==> src/sagenc_map.vh <==
`ifndef SAGENC_MAP_VH
`define SAGENC_MAP_VH
`define SAGENC_A_CTRL 12'h000
`define SAGENC_A_SRC 12'h004
`define SAGENC_A_STAT 12'h008
`define SAGENC_A_MASK 12'h00c
`define SAGENC_A_MON 12'h010
`define SAGENC_A_FORCE 12'h014
`define SAGENC_CTRL_RST 32'h0000_0000
`define SAGENC_MASK_RST 32'h0000_0000
`define SAGENC_CTRL_ARST_BIT 0
`define SAGENC_CTRL_ENA_BIT 1
`define SAGENC_MON_ITEM 8'h0f
`define SAGENC_GRP_NONE 3'h0
`define SAGENC_GRP_POWER 3'h1
`define SAGENC_GRP_LOAD 3'h2
`define SAGENC_GRP_ENC 3'h3
`define SAGENC_GRP_SUPPLY 3'h4
`define SAGENC_GRP_MOTION 3'h5
`define SAGENC_GRP_MEM 3'h6
`define SAGENC_GRP_SETUP 3'h7
`define SAGENC_NFAULT 36
`endif

==> src/sagenc_sync.v <==
`timescale 1ns/1ns
module sagenc_sync #(
    parameter W = 1
) (
    clk,
    srst,
    d,
    q
);
    input wire clk;
    input wire srst;
    input wire [W-1:0] d;
    output reg [W-1:0] q;
    reg [W-1:0] meta;
    always @(posedge clk) begin
        if (srst) begin
            meta <= {W{1'b0}};
            q <= {W{1'b0}};
        end else begin
            meta <= d;
            q <= meta;
        end
    end
endmodule // sagenc_sync

==> src/sagenc_top.v <==
// Contract
// - The summary alarm output is high whenever any alarm is latched, whatever its group.
// - The latched alarm is reported on three code lines as one of seven group numbers; the code stays 0 for faults 32 to 35.
// - Power-stage faults give code bits 0,1,2 = 1,0,0.
// - Cable-open, overload and overheat faults give code bits 0,1,2 = 0,1,0.
// - Encoder faults give code bits 0,1,2 = 1,1,0.
// - Supply voltage faults give code bits 0,1,2 = 0,0,1.
// - Motion and processor faults give code bits 0,1,2 = 1,0,1.
// - Communication and memory faults give code bits 0,1,2 = 0,1,1.
// - Capacity and setup faults give code bits 0,1,2 = 1,1,1.
// - Alarm presence is visible in a monitor register as display item fifteen.
//
// Register access over APB and the register offsets were decided locally.
`timescale 1ns/1ns
`include "sagenc_map.vh"
module sagenc_top #(
    parameter NF = `SAGENC_NFAULT
) (
    clk,
    srst,
    fault_in,
    fwd_travel_limit_in,
    rev_travel_limit_in,
    alarm_reset_in,
    psel,
    penable,
    pwrite,
    paddr,
    pwdata,
    prdata,
    pready,
    pslverr,
    alarm_summary_out,
    fault_group_bit0,
    fault_group_bit1,
    fault_group_bit2,
    run_permit,
    irq
);
    input wire clk;
    input wire srst;
    input wire [NF-1:0] fault_in;
    input wire fwd_travel_limit_in;
    input wire rev_travel_limit_in;
    input wire alarm_reset_in;
    input wire psel;
    input wire penable;
    input wire pwrite;
    input wire [11:0] paddr;
    input wire [31:0] pwdata;
    output reg [31:0] prdata;
    output reg pready;
    output reg pslverr;
    output reg alarm_summary_out;
    output reg fault_group_bit0;
    output reg fault_group_bit1;
    output reg fault_group_bit2;
    output reg run_permit;
    output reg irq;

    // Fault index ranges per group, lowest index first
    function [2:0] grp_of;
        input integer i;
        begin
            if (i < 5)
                grp_of = `SAGENC_GRP_POWER;
            else if (i < 10)
                grp_of = `SAGENC_GRP_LOAD;
            else if (i < 17)
                grp_of = `SAGENC_GRP_ENC;
            else if (i < 20)
                grp_of = `SAGENC_GRP_SUPPLY;
            else if (i < 26)
                grp_of = `SAGENC_GRP_MOTION;
            else if (i < 30)
                grp_of = `SAGENC_GRP_MEM;
            else if (i < 32)
                grp_of = `SAGENC_GRP_SETUP;
            else
                grp_of = `SAGENC_GRP_NONE;
        end
    endfunction

    wire [NF-1:0] fault_s;
    wire [2:0] ctl_s;
    sagenc_sync #(.W(NF)) u_sync_f (
        .clk(clk),
        .srst(srst),
        .d(fault_in),
        .q(fault_s)
    );
    sagenc_sync #(.W(3)) u_sync_c (
        .clk(clk),
        .srst(srst),
        .d({alarm_reset_in, rev_travel_limit_in, fwd_travel_limit_in}),
        .q(ctl_s)
    );

    // Software side of the block
    reg [31:0] ctrl;
    reg [NF-1:0] force_flt;
    reg [NF-1:0] mask;
    reg sw_ares;

    // Alarm state
    reg [NF-1:0] latched;
    reg [2:0] group;
    reg ares_d;

    wire ares_pulse;
    wire [NF-1:0] src;
    wire [NF-1:0] stat_clr;
    wire [NF-1:0] next_latched;
    wire any_alarm;
    wire acc;
    wire wr;
    wire rd;
    wire [5:0] wsel;
    wire [5:0] rsel;

    // Bus words are 32 bits while the fault vector may be wider or narrower;
    // the extended copies keep every slice in range whatever NF is
    wire [NF+31:0] pw_ext;
    wire [NF+31:0] src_ext;
    wire [NF+31:0] lat_ext;
    wire [NF+31:0] mask_ext;
    wire [NF+31:0] force_ext;

    localparam SEL_CTRL = 0;
    localparam SEL_SRC = 1;
    localparam SEL_STAT = 2;
    localparam SEL_MASK = 3;
    localparam SEL_MON = 4;
    localparam SEL_FORCE = 5;

    // Bus slave states, one-hot
    localparam [1:0] ST_IDLE = 2'b01;
    localparam [1:0] ST_ANS = 2'b10;
    reg [1:0] state;
    reg [1:0] next_state;

    // One select bit per register, none for an unmapped offset
    function [5:0] reg_sel;
        input [11:0] a;
        begin
            case (a)
                `SAGENC_A_CTRL: reg_sel = 6'h01;
                `SAGENC_A_SRC: reg_sel = 6'h02;
                `SAGENC_A_STAT: reg_sel = 6'h04;
                `SAGENC_A_MASK: reg_sel = 6'h08;
                `SAGENC_A_MON: reg_sel = 6'h10;
                `SAGENC_A_FORCE: reg_sel = 6'h20;
                default: reg_sel = 6'h00;
            endcase
        end
    endfunction

    // Source and monitor words are read only, a write there is refused
    function wr_ok;
        input [5:0] s;
        begin
            wr_ok = s[SEL_CTRL] | s[SEL_STAT] | s[SEL_MASK] | s[SEL_FORCE];
        end
    endfunction

    assign acc = psel & penable & ~pready;
    assign wr = acc & pwrite;
    assign rd = acc & ~pwrite;
    assign wsel = reg_sel(paddr) & {6{wr}};
    assign rsel = reg_sel(paddr) & {6{rd}};

    assign pw_ext = {{NF{1'b0}}, pwdata};
    assign src_ext = {32'h0000_0000, src};
    assign lat_ext = {32'h0000_0000, latched};
    assign mask_ext = {32'h0000_0000, mask};
    assign force_ext = {32'h0000_0000, force_flt};

    // Forced bits let software exercise every group without a real cause
    assign src = fault_s | force_flt;
    assign any_alarm = |latched;
    // The pin resets on its rising edge only, so a held level cannot keep
    // wiping alarms that arrive later
    assign ares_pulse = (ctl_s[2] & ~ares_d) | sw_ares;
    // Faults above bit 31 cannot be cleared by a status write, only by reset
    assign stat_clr = wsel[SEL_STAT] ? pw_ext[NF-1:0] : {NF{1'b0}};

    // Per-fault latch: a live cause sets its bit again in the very cycle
    // it is cleared, so the set wins over both kinds of clear
    genvar gi;
    generate
        for (gi = 0; gi < NF; gi = gi + 1) begin : g_latch
            assign next_latched[gi] = (ares_pulse | stat_clr[gi]) ? src[gi] :
                (latched[gi] | src[gi]);
        end
    endgenerate

    always @(posedge clk) begin
        if (srst) begin
            latched <= {NF{1'b0}};
            ares_d <= 1'b0;
        end else begin
            ares_d <= ctl_s[2];
            latched <= next_latched;
        end
    end

    // Lowest-numbered group wins when several groups are latched; the host
    // sees only one code, the status word keeps the rest
    reg [2:0] next_group;
    integer k;
    always @* begin
        next_group = `SAGENC_GRP_NONE;
        for (k = NF - 1; k >= 0; k = k - 1) begin
            if (latched[k] && grp_of(k) != `SAGENC_GRP_NONE)
                next_group = grp_of(k);
        end
    end

    // Run needs no alarm, both travel limits on and software enable
    reg next_run;
    always @* begin
        next_run = ~any_alarm;
        if (!ctl_s[0] || !ctl_s[1])
            next_run = 1'b0;
        if (!ctrl[`SAGENC_CTRL_ENA_BIT])
            next_run = 1'b0;
    end

    // Summary and code come from the same latched vector on one edge,
    // so the host never sees a code that disagrees with the summary
    always @(posedge clk) begin
        if (srst) begin
            group <= `SAGENC_GRP_NONE;
            alarm_summary_out <= 1'b0;
            fault_group_bit0 <= 1'b0;
            fault_group_bit1 <= 1'b0;
            fault_group_bit2 <= 1'b0;
            run_permit <= 1'b0;
            irq <= 1'b0;
        end else begin
            group <= next_group;
            alarm_summary_out <= any_alarm;
            fault_group_bit0 <= next_group[0];
            fault_group_bit1 <= next_group[1];
            fault_group_bit2 <= next_group[2];
            run_permit <= next_run;
            irq <= |(latched & mask);
        end
    end

    // One wait state: the answer stands the edge after the access phase starts
    always @* begin
        case (state)
            ST_IDLE: begin
                if (acc)
                    next_state = ST_ANS;
                else
                    next_state = ST_IDLE;
            end
            ST_ANS: next_state = ST_IDLE;
            default: next_state = ST_IDLE;
        endcase
    end

    // Unmapped offsets and writes to read-only words answer with an error
    reg next_err;
    always @* begin
        next_err = 1'b0;
        if (wr && !wr_ok(reg_sel(paddr)))
            next_err = 1'b1;
        if (rd && reg_sel(paddr) == 6'h00)
            next_err = 1'b1;
    end

    always @(posedge clk) begin
        if (srst) begin
            state <= ST_IDLE;
            pready <= 1'b0;
            pslverr <= 1'b0;
        end else begin
            state <= next_state;
            pready <= (next_state == ST_ANS);
            pslverr <= next_err;
        end
    end

    // Writes land on the first access edge; the reset bit is a one-cycle pulse
    always @(posedge clk) begin
        if (srst) begin
            ctrl <= `SAGENC_CTRL_RST;
            mask <= {NF{1'b0}};
            force_flt <= {NF{1'b0}};
            sw_ares <= 1'b0;
        end else begin
            sw_ares <= wsel[SEL_CTRL] & pwdata[`SAGENC_CTRL_ARST_BIT];
            if (wsel[SEL_CTRL])
                ctrl <= {30'h0000_0000, pwdata[1:0]};
            if (wsel[SEL_MASK])
                mask <= pw_ext[NF-1:0];
            if (wsel[SEL_FORCE])
                force_flt <= pw_ext[NF-1:0];
        end
    end

    // Read words carry the low 32 fault bits only
    reg [31:0] next_prdata;
    always @* begin
        next_prdata = 32'h0000_0000;
        case (1'b1)
            rsel[SEL_CTRL]: next_prdata = {30'h0000_0000, ctrl[`SAGENC_CTRL_ENA_BIT], 1'b0};
            rsel[SEL_SRC]: next_prdata = src_ext[31:0];
            rsel[SEL_STAT]: next_prdata = lat_ext[31:0];
            rsel[SEL_MASK]: next_prdata = mask_ext[31:0];
            rsel[SEL_FORCE]: next_prdata = force_ext[31:0];
            rsel[SEL_MON]: next_prdata = {20'h0_0000, any_alarm, group, `SAGENC_MON_ITEM};
            default: next_prdata = 32'h0000_0000;
        endcase
    end

    always @(posedge clk) begin
        if (srst)
            prdata <= 32'h0000_0000;
        else if (rd)
            prdata <= next_prdata;
    end
endmodule // sagenc_top

==> config.mk <==
export PLATFORM = sky130hd
export DESIGN_NAME = sagenc_top
export DESIGN_NICKNAME = d
export VERILOG_FILES = /design/src/sagenc_sync.v /design/src/sagenc_top.v
export VERILOG_INCLUDE_DIRS = /design/src /design/src/src
export SDC_FILE = /design/constraint.sdc
export NUM_CORES = 1
export LEC_CHECK = 0
export BUFFER_PORTS_ARGS = -buffer_cell sky130_fd_sc_hd__buf_2
export CAP_MARGIN = 5
export CORE_UTILIZATION = 51
export DETAILED_ROUTE_END_ITERATION = 8
export HOLD_SLACK_MARGIN = 0.05
export PLACE_DENSITY = 0.87
export SYNTH_ARGS = -nofsm -noshare
export SYNTH_HDL_FRONTEND = slang
export SYNTH_SLANG_ARGS = --single-unit
export TNS_END_PERCENT = 30
==> constraint.sdc <==
create_clock -name clk -period 2 [get_ports clk]
set_clock_uncertainty 0.2 [all_clocks]
set_input_delay 0.1 -clock clk [delete_from_list [all_inputs] [get_ports clk]]
set_output_delay 0.1 -clock clk [all_outputs]
set_load 0.02 [all_outputs]
Word level (Yosys, flattened, before mapping) --
Index checks and enable logic that the tools add are counted.
Word-level totals: bits in latches 0, output and inout bits 40, logic and storage cells 210, RAM bits 0, input bits 88, ROM bits 0, memories 0, register bits 227
Cells by class: shift operators 0, multipliers 0, divide/modulo/power cells 0, $add $sub $neg 0, equal/unequal tests 7, order comparisons 0, muxes and demuxes 80, reduce and logical (&&, ||, !) cells 11, bitwise logic cells 91
Operators with widths (number):
- $mux W32 | 6
- $mux W3 | 32
- $or A1 B1 Y1 | 72
- $reduce_or A36 Y1 | 2
- $mux W1 | 38
- $and A36 B32 Y36 | 1
- $or A36 B32 Y36 | 1
- $pmux W6 S6 | 1
- $eq A12 B4 Y1 const B | 2
- $eq A12 B5 Y1 const B | 2
- $and A6 B6 Y6 | 2
- $eq A12 B3 Y1 const B | 1
- $logic_not A12 Y1 | 1
- $mux W12 | 1
- $and A1 B1 Y1 | 6
- $logic_not A6 Y1 | 1
- $not A1 Y1 | 5
- $mux W2 | 2
- $or A1 B1 Y1 const B | 4
- $logic_not A1 Y1 | 3
- $reduce_or A3 Y1 | 1
- $eq A2 B1 Y1 const B | 1
- $eq A2 B2 Y1 const B | 1
- $logic_and A1 B1 Y1 | 2
- $logic_or A1 B1 Y1 | 1

Depth between registers and ports, before layout --
Gate-level depths: netlist (run 1).
depth after elaboration 32, gate-level depth with buffers 8, depth with buffers taken out 5

Modules after synthesis --
Synthesis (run 1) repeated with hierarchy kept, for this count alone.
Second synthesis, totals: cell total of the unflattened synthesis 960, area total of the unflattened synthesis 8694.6 um2
By module, submodules not included:
- sagenc_top | cells an instance 796, area each 6555.0 um2, seq. area each 2882.8 um2, instances 1
- sagenc_sync at u_sync_f | cells an instance 152, area each 1981.9 um2, seq. area each 1441.4 um2, instances 1
- sagenc_sync at u_sync_c | cells an instance 12, area each 157.7 um2, seq. area each 120.1 um2, instances 1

Worst setup path after synthesis (run 1) --
OpenSTA, ideal clock, no wires.
kind input to register, from in paddr[9], to reg prdata[1], cell stages on the path 7, arrival 1.719 ns, buffers on the path 2, path slack -0.045 ns, setup time 0.125 ns, required time 1.675 ns, cells stage by stage or4_1 -> buf_2 -> nor4b_4 -> nand2_1 -> buf_2 -> o31ai_1 -> o21ai_0
Between the ends: word-level cells in the longest chain between the ends 9, elaborated cells on any way between the ends 14, classes of those cells eq/ne (5); mux (7); bitwise (1); reduce/logical (1)
Ends and longest elaborated chain:
- from (decl) | line sagenc_top.v:49 | input wire [11:0] paddr;
- $eq A12 B5 Y1, or another cell as far along | line sagenc_top.v:146 | case (a)
- $pmux W6 S6 (*) | line sagenc_top.v:146
- $and A6 B6 Y6 (*) | line sagenc_top.v:170 | assign rsel = reg_sel(paddr) & {6{rd}};
- $mux W12 | line sagenc_top.v:309 | case (1'b1)
- $mux W32 (4 in a row) | line sagenc_top.v:309
- $mux W32 (*) | line sagenc_top.v:309
- to (signal assigned) | line sagenc_top.v:324 | prdata <= next_prdata;
- to (decl) | line sagenc_top.v:51 | output reg [31:0] prdata;
Every way passes the cells marked *; elsewhere a longest branch is shown, timed or not. A chain may end at the register's enable or synchronous reset.

Worst setup path in the final report (run 1) --
from reg latched[31], to reg alarm_summary_out
Between the ends: word-level cells in the longest chain between the ends 1
Ends and longest elaborated chain:
- from (decl) | line sagenc_top.v:106 | reg [NF-1:0] latched;
- from (signal assigned) | line sagenc_top.v:199 | latched <= {NF{1'b0}};
- from (signal assigned) | line sagenc_top.v:203 | latched <= next_latched;
- $reduce_or A36 Y1 | line sagenc_top.v:180 | assign any_alarm = |latched;
- to (signal assigned) | line sagenc_top.v:242 | alarm_summary_out <= any_alarm;
- to (decl) | line sagenc_top.v:54 | output reg alarm_summary_out;
Every way passes these cells.

==> flow_summary.yaml, run 1 <==
status:
  status: "complete, but fails checks"
  violations: "setup timing"
setup_path:
  crit_chain: "or4_4, nor4_4, buf_4, nand4_1, buf_4, nor2b_1"
  required_ps: 2180
  startpoint_type: "flip-flop"
  cp-endpoint: "alarm_summary_out$_SDFF_PP0_"
  crit_start: "latched[31]$_SDFF_PP0_"
  worstReg2RegEnd: "alarm_summary_out$_SDFF_PP0_"
  r2r_cells: 6
  path_max_fanout: 2
  cpMostUsedCell: "buf_4"
  endpoint_kind: "flip-flop"
  rrSetupSlack_ps: -180
  crit_path_top_delay_cell: "or4_4"
  max_stage_delay_ps: 540
  reg2reg_from: "latched[31]$_SDFF_PP0_"
  crit_arrival_ps: 2360
  criticalPathCategory: "flip-flop to flip-flop"
synth:
  ys_warn_count: 0
  syn_avg_cell_area_um2: 8.779
  synth_top_cell_by_area: "dfxtp_1"
  syn-cell-area_um2: 8673
  synth_cell_type_count: 50
  synth_top_area_share_pct: 51.24
  synthesis.nets: 1076
  ys.flop_type: "dfxtp_1"
  synth-edff-count: 0
  ys_async_sr_fraction_pct: 0
  seq_area_frac_synth_pct: 51.24
  postSynthCellCount: 988
  ys_ff_latch: 222
  synth_area_leaders: "dfxtp_1 (51%), a21oi_1 (9.2%), nand2_1 (7.5%)"
grt:
  track_usage_pct: 29.34
  grt_pass1_vias: 8148
  grt_max_degree: 77
  grt_remaining_overflow: 0
  antenna_found_initial: 0
  grt_pass1_wl_um: 41220
timing:
  post-route-period-util_pct: 109.1
  maxSlewHeadroom_pct: 67.68
  fin_tns_setup_ps: -480.9
  slew_violations: 0
  hold_viol: 0
  max_slew.worst_pin.slew_ps: 480.7
  finalCriticalPeriod_ps: 2181
  fin_hold_ws_ps: 58.79
  worst_slack_ps: -181.1
  setup_viol_count_final: 4
  fmax_mhz: 458.5
  grt_setup_unrepaired: "yes"
detailed_routing:
  wl_per_cell_um: 18.08
  drt_iter0_drc: 818
  drt-vias-per-instance: 5.698
  vias: 8513
  ant_nets: 0
  drtPass1Iterations: 6
  routed_wl_um: 27010
  drc: 0
floorplan:
  ios: 128
  dieWidth_um: 132.4
  die_area_um2: 17530
  start_util_pct: 52.30
  die_h_um: 132.4
  num_rows: 47
  core-area_um2: 16580
cells_and_area:
  final_area_um2: 11990
  diodes: 0
  fin_nets: 1346
  nFillCells: 1159
  final_cell_mix: "dfxtp_1 (220), nand2_1 (173), a21oi_1 (158)"
  fin_cells: 1494
  area_growth_pct: 38.20
  drive_above_1_share_pct: 21.59
  final_common_cell: "dfxtp_1"
clocking:
  clk_pin_slew_ps: 70
  cts-root-buf: "clkbuf_16"
  cts_tree: "done"
  cts-buffers-inserted: 23
  htreeDepth: 1
  ctsLongestPathBuffers: 3
  clock_latency_ps: 510
  cts_sinks: 222
worst_hold_path:
  hp-class: "input port to flip-flop"
  hold_start: "paddr[7]"
power:
  total_power_mw: 9.916
  vdd_drop_max_mv: 0.8090
  p_per_area_nw_per_um2: 827.3
  p_leak_nw: 4.879
placement:
  io_buffers: 127
  dp_hpwl_um: 16190
  post_dp_cell_area_um2: 9987
  gp_congestion: 0.8649
  placed_cells: 1343
run:
  cap_violations: 0
## stage by stage
step	util (%)	setup slack, ps
3_3_place_gp	60.22	-272.8
5_1_grt	72.28	-247.0
4_1_cts	71.39	-120.5
2_1_floorplan	-	-10.88
6_report	72.28	-181.1
3_5_place_dp	60.22	-261.3
## logic make-up (layout without fill, tap and decap cells)
| family | Yosys count | in the layout | synth area share, % |
|---|---|---|---|
| buffers and inverters | 72 | 358 | 3.505 |
| flip-flops | 222 | 222 | 51.24 |
| AO/OA/AOI/OAI | 285 | 285 | 20.14 |
| multiplexers | 30 | 30 | 3.505 |
| AND/OR/NAND/NOR | 378 | 378 | 21.51 |
| XOR/XNOR | 1 | 1 | 0.1010 |
## synth_stat cells (3+ instances only)
library cell and count:
a21o_1 35, a21oi_1 159, a221oi_1 4, a22o_1 29
a22oi_1 12, and3_1 4, buf_1 3, buf_2 18
buf_4 3, clkbuf_1 45, dfxtp_1 222, inv_1 3
mux2_2 3, mux2i_1 27, nand2_1 174, nand3_1 3
nand4_1 7, nand4b_1 4, nor2_1 52, nor2b_1 82
nor3_1 14, nor4_1 8, o211ai_1 3, o21ai_0 6
o22ai_1 24, or3_1 6, or4_1 6
## final cells by class
| class | count | area [um2] | area share, % |
|---|---|---|---|
| clock buffer | 28 | 614.3 | 5.125 |
| clock inverter | 13 | 160.2 | 1.336 |
| inverter | 3 | 11.26 | 0.09395 |
| multi-input combinational | 694 | 4050 | 33.79 |
| sequential | 222 | 4447 | 37.10 |
| tap | 220 | 275.3 | 2.296 |
| timing repair buffer | 314 | 2429 | 20.26 |
## state kept, by name, summed over array words and instances, names as in the netlist
name,flops
latched,36
u_sync_f.meta,36
u_sync_f.q,36
force_flt,32
mask,32
prdata,32
u_sync_c.meta,3
u_sync_c.q,3
group,2
alarm_summary_out,1
ares_d,1
ctrl,1
fault_group_bit2,1
irq,1
pready,1
pslverr,1
run_permit,1
state,1
sw_ares,1
## worst min path at each step
stage / slack, ps / to / cells past startpoint
final: 60 / prdata[11]$_SDFFE_PP0P_ / 7
after global routing: 100 / prdata[11]$_SDFFE_PP0P_ / 6
after CTS: 60 / prdata[11]$_SDFFE_PP0P_ / 6
after detailed placement: 110 / u_sync_f.meta[33]$_SDFF_PP0_ / 2
after global placement: 110 / u_sync_f.meta[26]$_SDFF_PP0_ / 2
after floorplan: 30 / u_sync_c.meta[0]$_SDFF_PP0_ / 1
## repair_timing
action	4_1_cts	5_1_grt
resized for setup	7	22
pin swaps	5	4
buffers inserted	1	3
hold buffers	104	0
setup endpoints to repair	4	81
cloned	0	2
endpoints found under the hold margin	161	0
## where the power goes
group / switching, mW / internal (mW)
sequential: 0.0629 / 4.55
clock: 1.79 / 2.60
combinational: 0.451 / 0.472
total: 2.30 / 7.62
## per-layer routing
layer / vias up / routed length [um] / GRT usage (%)
met5: - / 0 / 0
met3: 107 / 2220 / 4.981
met2: 463 / 12920 / 50.38
met1: 3952 / 10630 / 36.83
li1: 3991 / - / -
met4: 0 / 1241 / 11.11
## worst max-delay path, delay by kind of cell (launching register included)
| family | cells | cell delay, ps |
|---|---|---|
| simple gates | 4 | 1170 |
| buf+inv | 2 | 380 |
| flops | 1 | 310 |
(Power assumes the default switching activity.)
==> run 2: changes to the inputs <==
--- a/config.mk
+++ b/config.mk
@@ -6,6 +6,7 @@
 export SDC_FILE = /design/constraint.sdc
 export NUM_CORES = 1
 export LEC_CHECK = 0
+export ABC_AREA = 1
 export BUFFER_PORTS_ARGS = -buffer_cell sky130_fd_sc_hd__buf_2
 export CAP_MARGIN = 5
 export CORE_UTILIZATION = 51
==> flow_summary.yaml, run 2 <==
cells_and_area:
  final_common_cell: "dfxtp_1"
  nFillCells: 1263
  multiInputGateArea_um2: 3521
  top_regs: "latched (36), u_sync_f.meta (36), u_sync_f.q (36)"
  area_growth_pct: 34.01
  register_area_um2: 4444
  drive_above_1_share_pct: 17.33
  diodes: 0
  fin_cells: 1668
  fin_util_pct: 71.08
  fin_nets: 1520
  final_cell_mix: "dfxtp_1 (222), inv_1 (183), nor2_1 (175)"
synth:
  synth_top_area_share_pct: 49.82
  synthesis.nets: 1273
  synth_area_leaders: "dfxtp_1 (50%), a21oi_1 (7.9%), inv_1 (7.7%)"
  synth_top_cell_by_area: "dfxtp_1"
  syn_avg_cell_area_um2: 7.528
  ys_warn_count: 0
  ys.flop_type: "dfxtp_1"
  syn-cell-area_um2: 8921
  synth-edff-count: 0
  postSynthCellCount: 1185
  synth_cell_type_count: 31
  seq_area_frac_synth_pct: 49.82
  netlist_top_cells_count: "dfxtp_1 (222), inv_1 (184), nor2_1 (178)"
  ys_ff_latch: 222
  synth_most_common_cell: "dfxtp_1"
  ys_async_sr_fraction_pct: 0
clocking:
  cts-root-buf: "clkbuf_16"
  clock_latency_ps: 510
  htreeDepth: 1
  ctsLongestPathBuffers: 3
  clk_pin_slew_ps: 60
  cts_tree: "done"
  cts_sinks: 222
  cts-buffers-inserted: 23
detailed_routing:
  routed_wl_um: 26600
  drt-vias-per-instance: 5.408
  drtPass1Iterations: 6
  drt_iter0_drc: 1002
  ant_nets: 0
  vias: 9021
  wl_per_cell_um: 15.94
  drc: 0
floorplan:
  dieWidth_um: 134.3
  ios: 128
  start_util_pct: 53.04
  die_area_um2: 18030
  die_h_um: 134.3
  num_rows: 47
  core-area_um2: 16820
setup_path:
  crit_family: "simple AND/OR/NAND/NOR gates"
  crit_path_top_delay_cell: "dfxtp_1"
  path_max_fanout: 13
  reg2reg_from: "pready$_SDFF_PP0_"
  startpoint_type: "flip-flop"
  required_ps: 2250
  r2r_cells: 11
  crit_buf_inv: 5
  max_stage_delay_ps: 310
  criticalPathCategory: "flip-flop to flip-flop"
  rrSetupSlack_ps: 70
  worstReg2RegEnd: "prdata[1]$_SDFFE_PP0P_"
  crit_arrival_ps: 2180
  crit_cells: 11
  endpoint_kind: "flip-flop"
  crit_chain: "inv_1, nand3_2, nor2_4, buf_4, inv_2, buf_4, nor4_1, o21ai_0, nand4_1, nand2_1, inv_1"
grt:
  track_usage_pct: 29.20
  grt_pass1_wl_um: 41970
  antenna_found_initial: 0
  grt_remaining_overflow: 0
  grt_max_degree: 93
  grt_pass1_vias: 8673
timing:
  fin_tns_setup_ps: 0
  maxSlewHeadroom_pct: 61.51
  setup_viol_count_final: 0
  worst_slack_ps: 72.30
  slew_violations: 0
  fmax_mhz: 518.8
  hold_viol: 0
  post-route-period-util_pct: 96.38
  finalCriticalPeriod_ps: 1928
  max_slew.worst_pin.slew_ps: 572.1
worst_hold_path:
  hold_start: "paddr[10]"
  hp-class: "input port to flip-flop"
  whs_endpoint: "pslverr$_SDFF_PP0_"
  hold_path_depth: 7
run:
  cap_violations: 0
placement:
  gp_congestion: 0.8879
  dp_hpwl_um: 15220
  io_buffers: 127
  placed_cells: 1493
  post-place-ws_ps: -48.48
status:
  status: "finished, final reports clean"
power:
  vdd_drop_max_mv: 0.5708
  total_power_mw: 9.586
  p_per_area_nw_per_um2: 801.8
  p_leak_nw: 5.212
[run 2: worst register-to-register path, cell delays in order, from the launching register on]
cell and delay (ps):
dfxtp_1 310, inv_1 60, nand3_2 110, nor2_4 140
buf_4 140, inv_2 40, buf_4 200, nor4_1 280
o21ai_0 180, nand4_1 120, nand2_1 50, inv_1 50
[run 2: per-layer routing]
layer / vias to the layer above / track usage, % / wire length, um
li1: 4290 / - / -
met1: 4108 / 36.26 / 10620
met2: 521 / 49.19 / 12410
met3: 102 / 4.649 / 2443
met4: 0 / 14.48 / 1127
met5: - / 0 / 0
[run 2: power breakdown]
part           internal, mW  total [mW]  switching, mW
logic                 0.364       0.784          0.421
registers              4.55        4.61         0.0665
clock network          2.46        4.19           1.73
total                  7.37        9.59           2.21
[run 2: worst max path at each step]
stage | start | endpoint
finish | pready$_SDFF_PP0_ | prdata[1]$_SDFFE_PP0P_
floorplan | pready$_SDFF_PP0_ | force_flt[12]$_SDFFE_PP0P_
global placement | pready$_SDFF_PP0_ | prdata[3]$_SDFFE_PP0P_
CTS | paddr[9] | sw_ares$_SDFF_PP0_
detailed placement | pready$_SDFF_PP0_ | prdata[0]$_SDFFE_PP0P_
global route | paddr[9] | force_flt[26]$_SDFFE_PP0P_
[run 2: repair_timing]
action	CTS	global route
gates resized for setup	0	12
buffers inserted	3	6
hold buffers	125	0
endpoints found under the setup margin	7	14
pin swaps	1	4
hold endpoints to repair	217	0
[run 2: cells by family after synthesis]
logic type | count (synthesis) | synth area share [%]
buf+inv | 251 | 11.09
compound gates | 293 | 19.20
simple gates | 419 | 19.89
flops | 222 | 49.82
[run 2: through the flow]
step	area, um2	hold WS, ps
2_1_floorplan	8921	6.967
3_3_place_gp	9864	103.8
5_1_grt	11960	128.0
6_report	11960	59.72
4_1_cts	11880	63.48
3_5_place_dp	9864	105.4
[run 2: cell type report]
cell class | instances | area share (%)
flip-flops and latches | 222 | 37.17
multi-input cells | 712 | 29.45
repair buffers | 282 | 18.85
inverters | 191 | 6.018
clock buffers | 33 | 5.631
well taps | 220 | 2.302
clock inverters | 8 | 0.5756
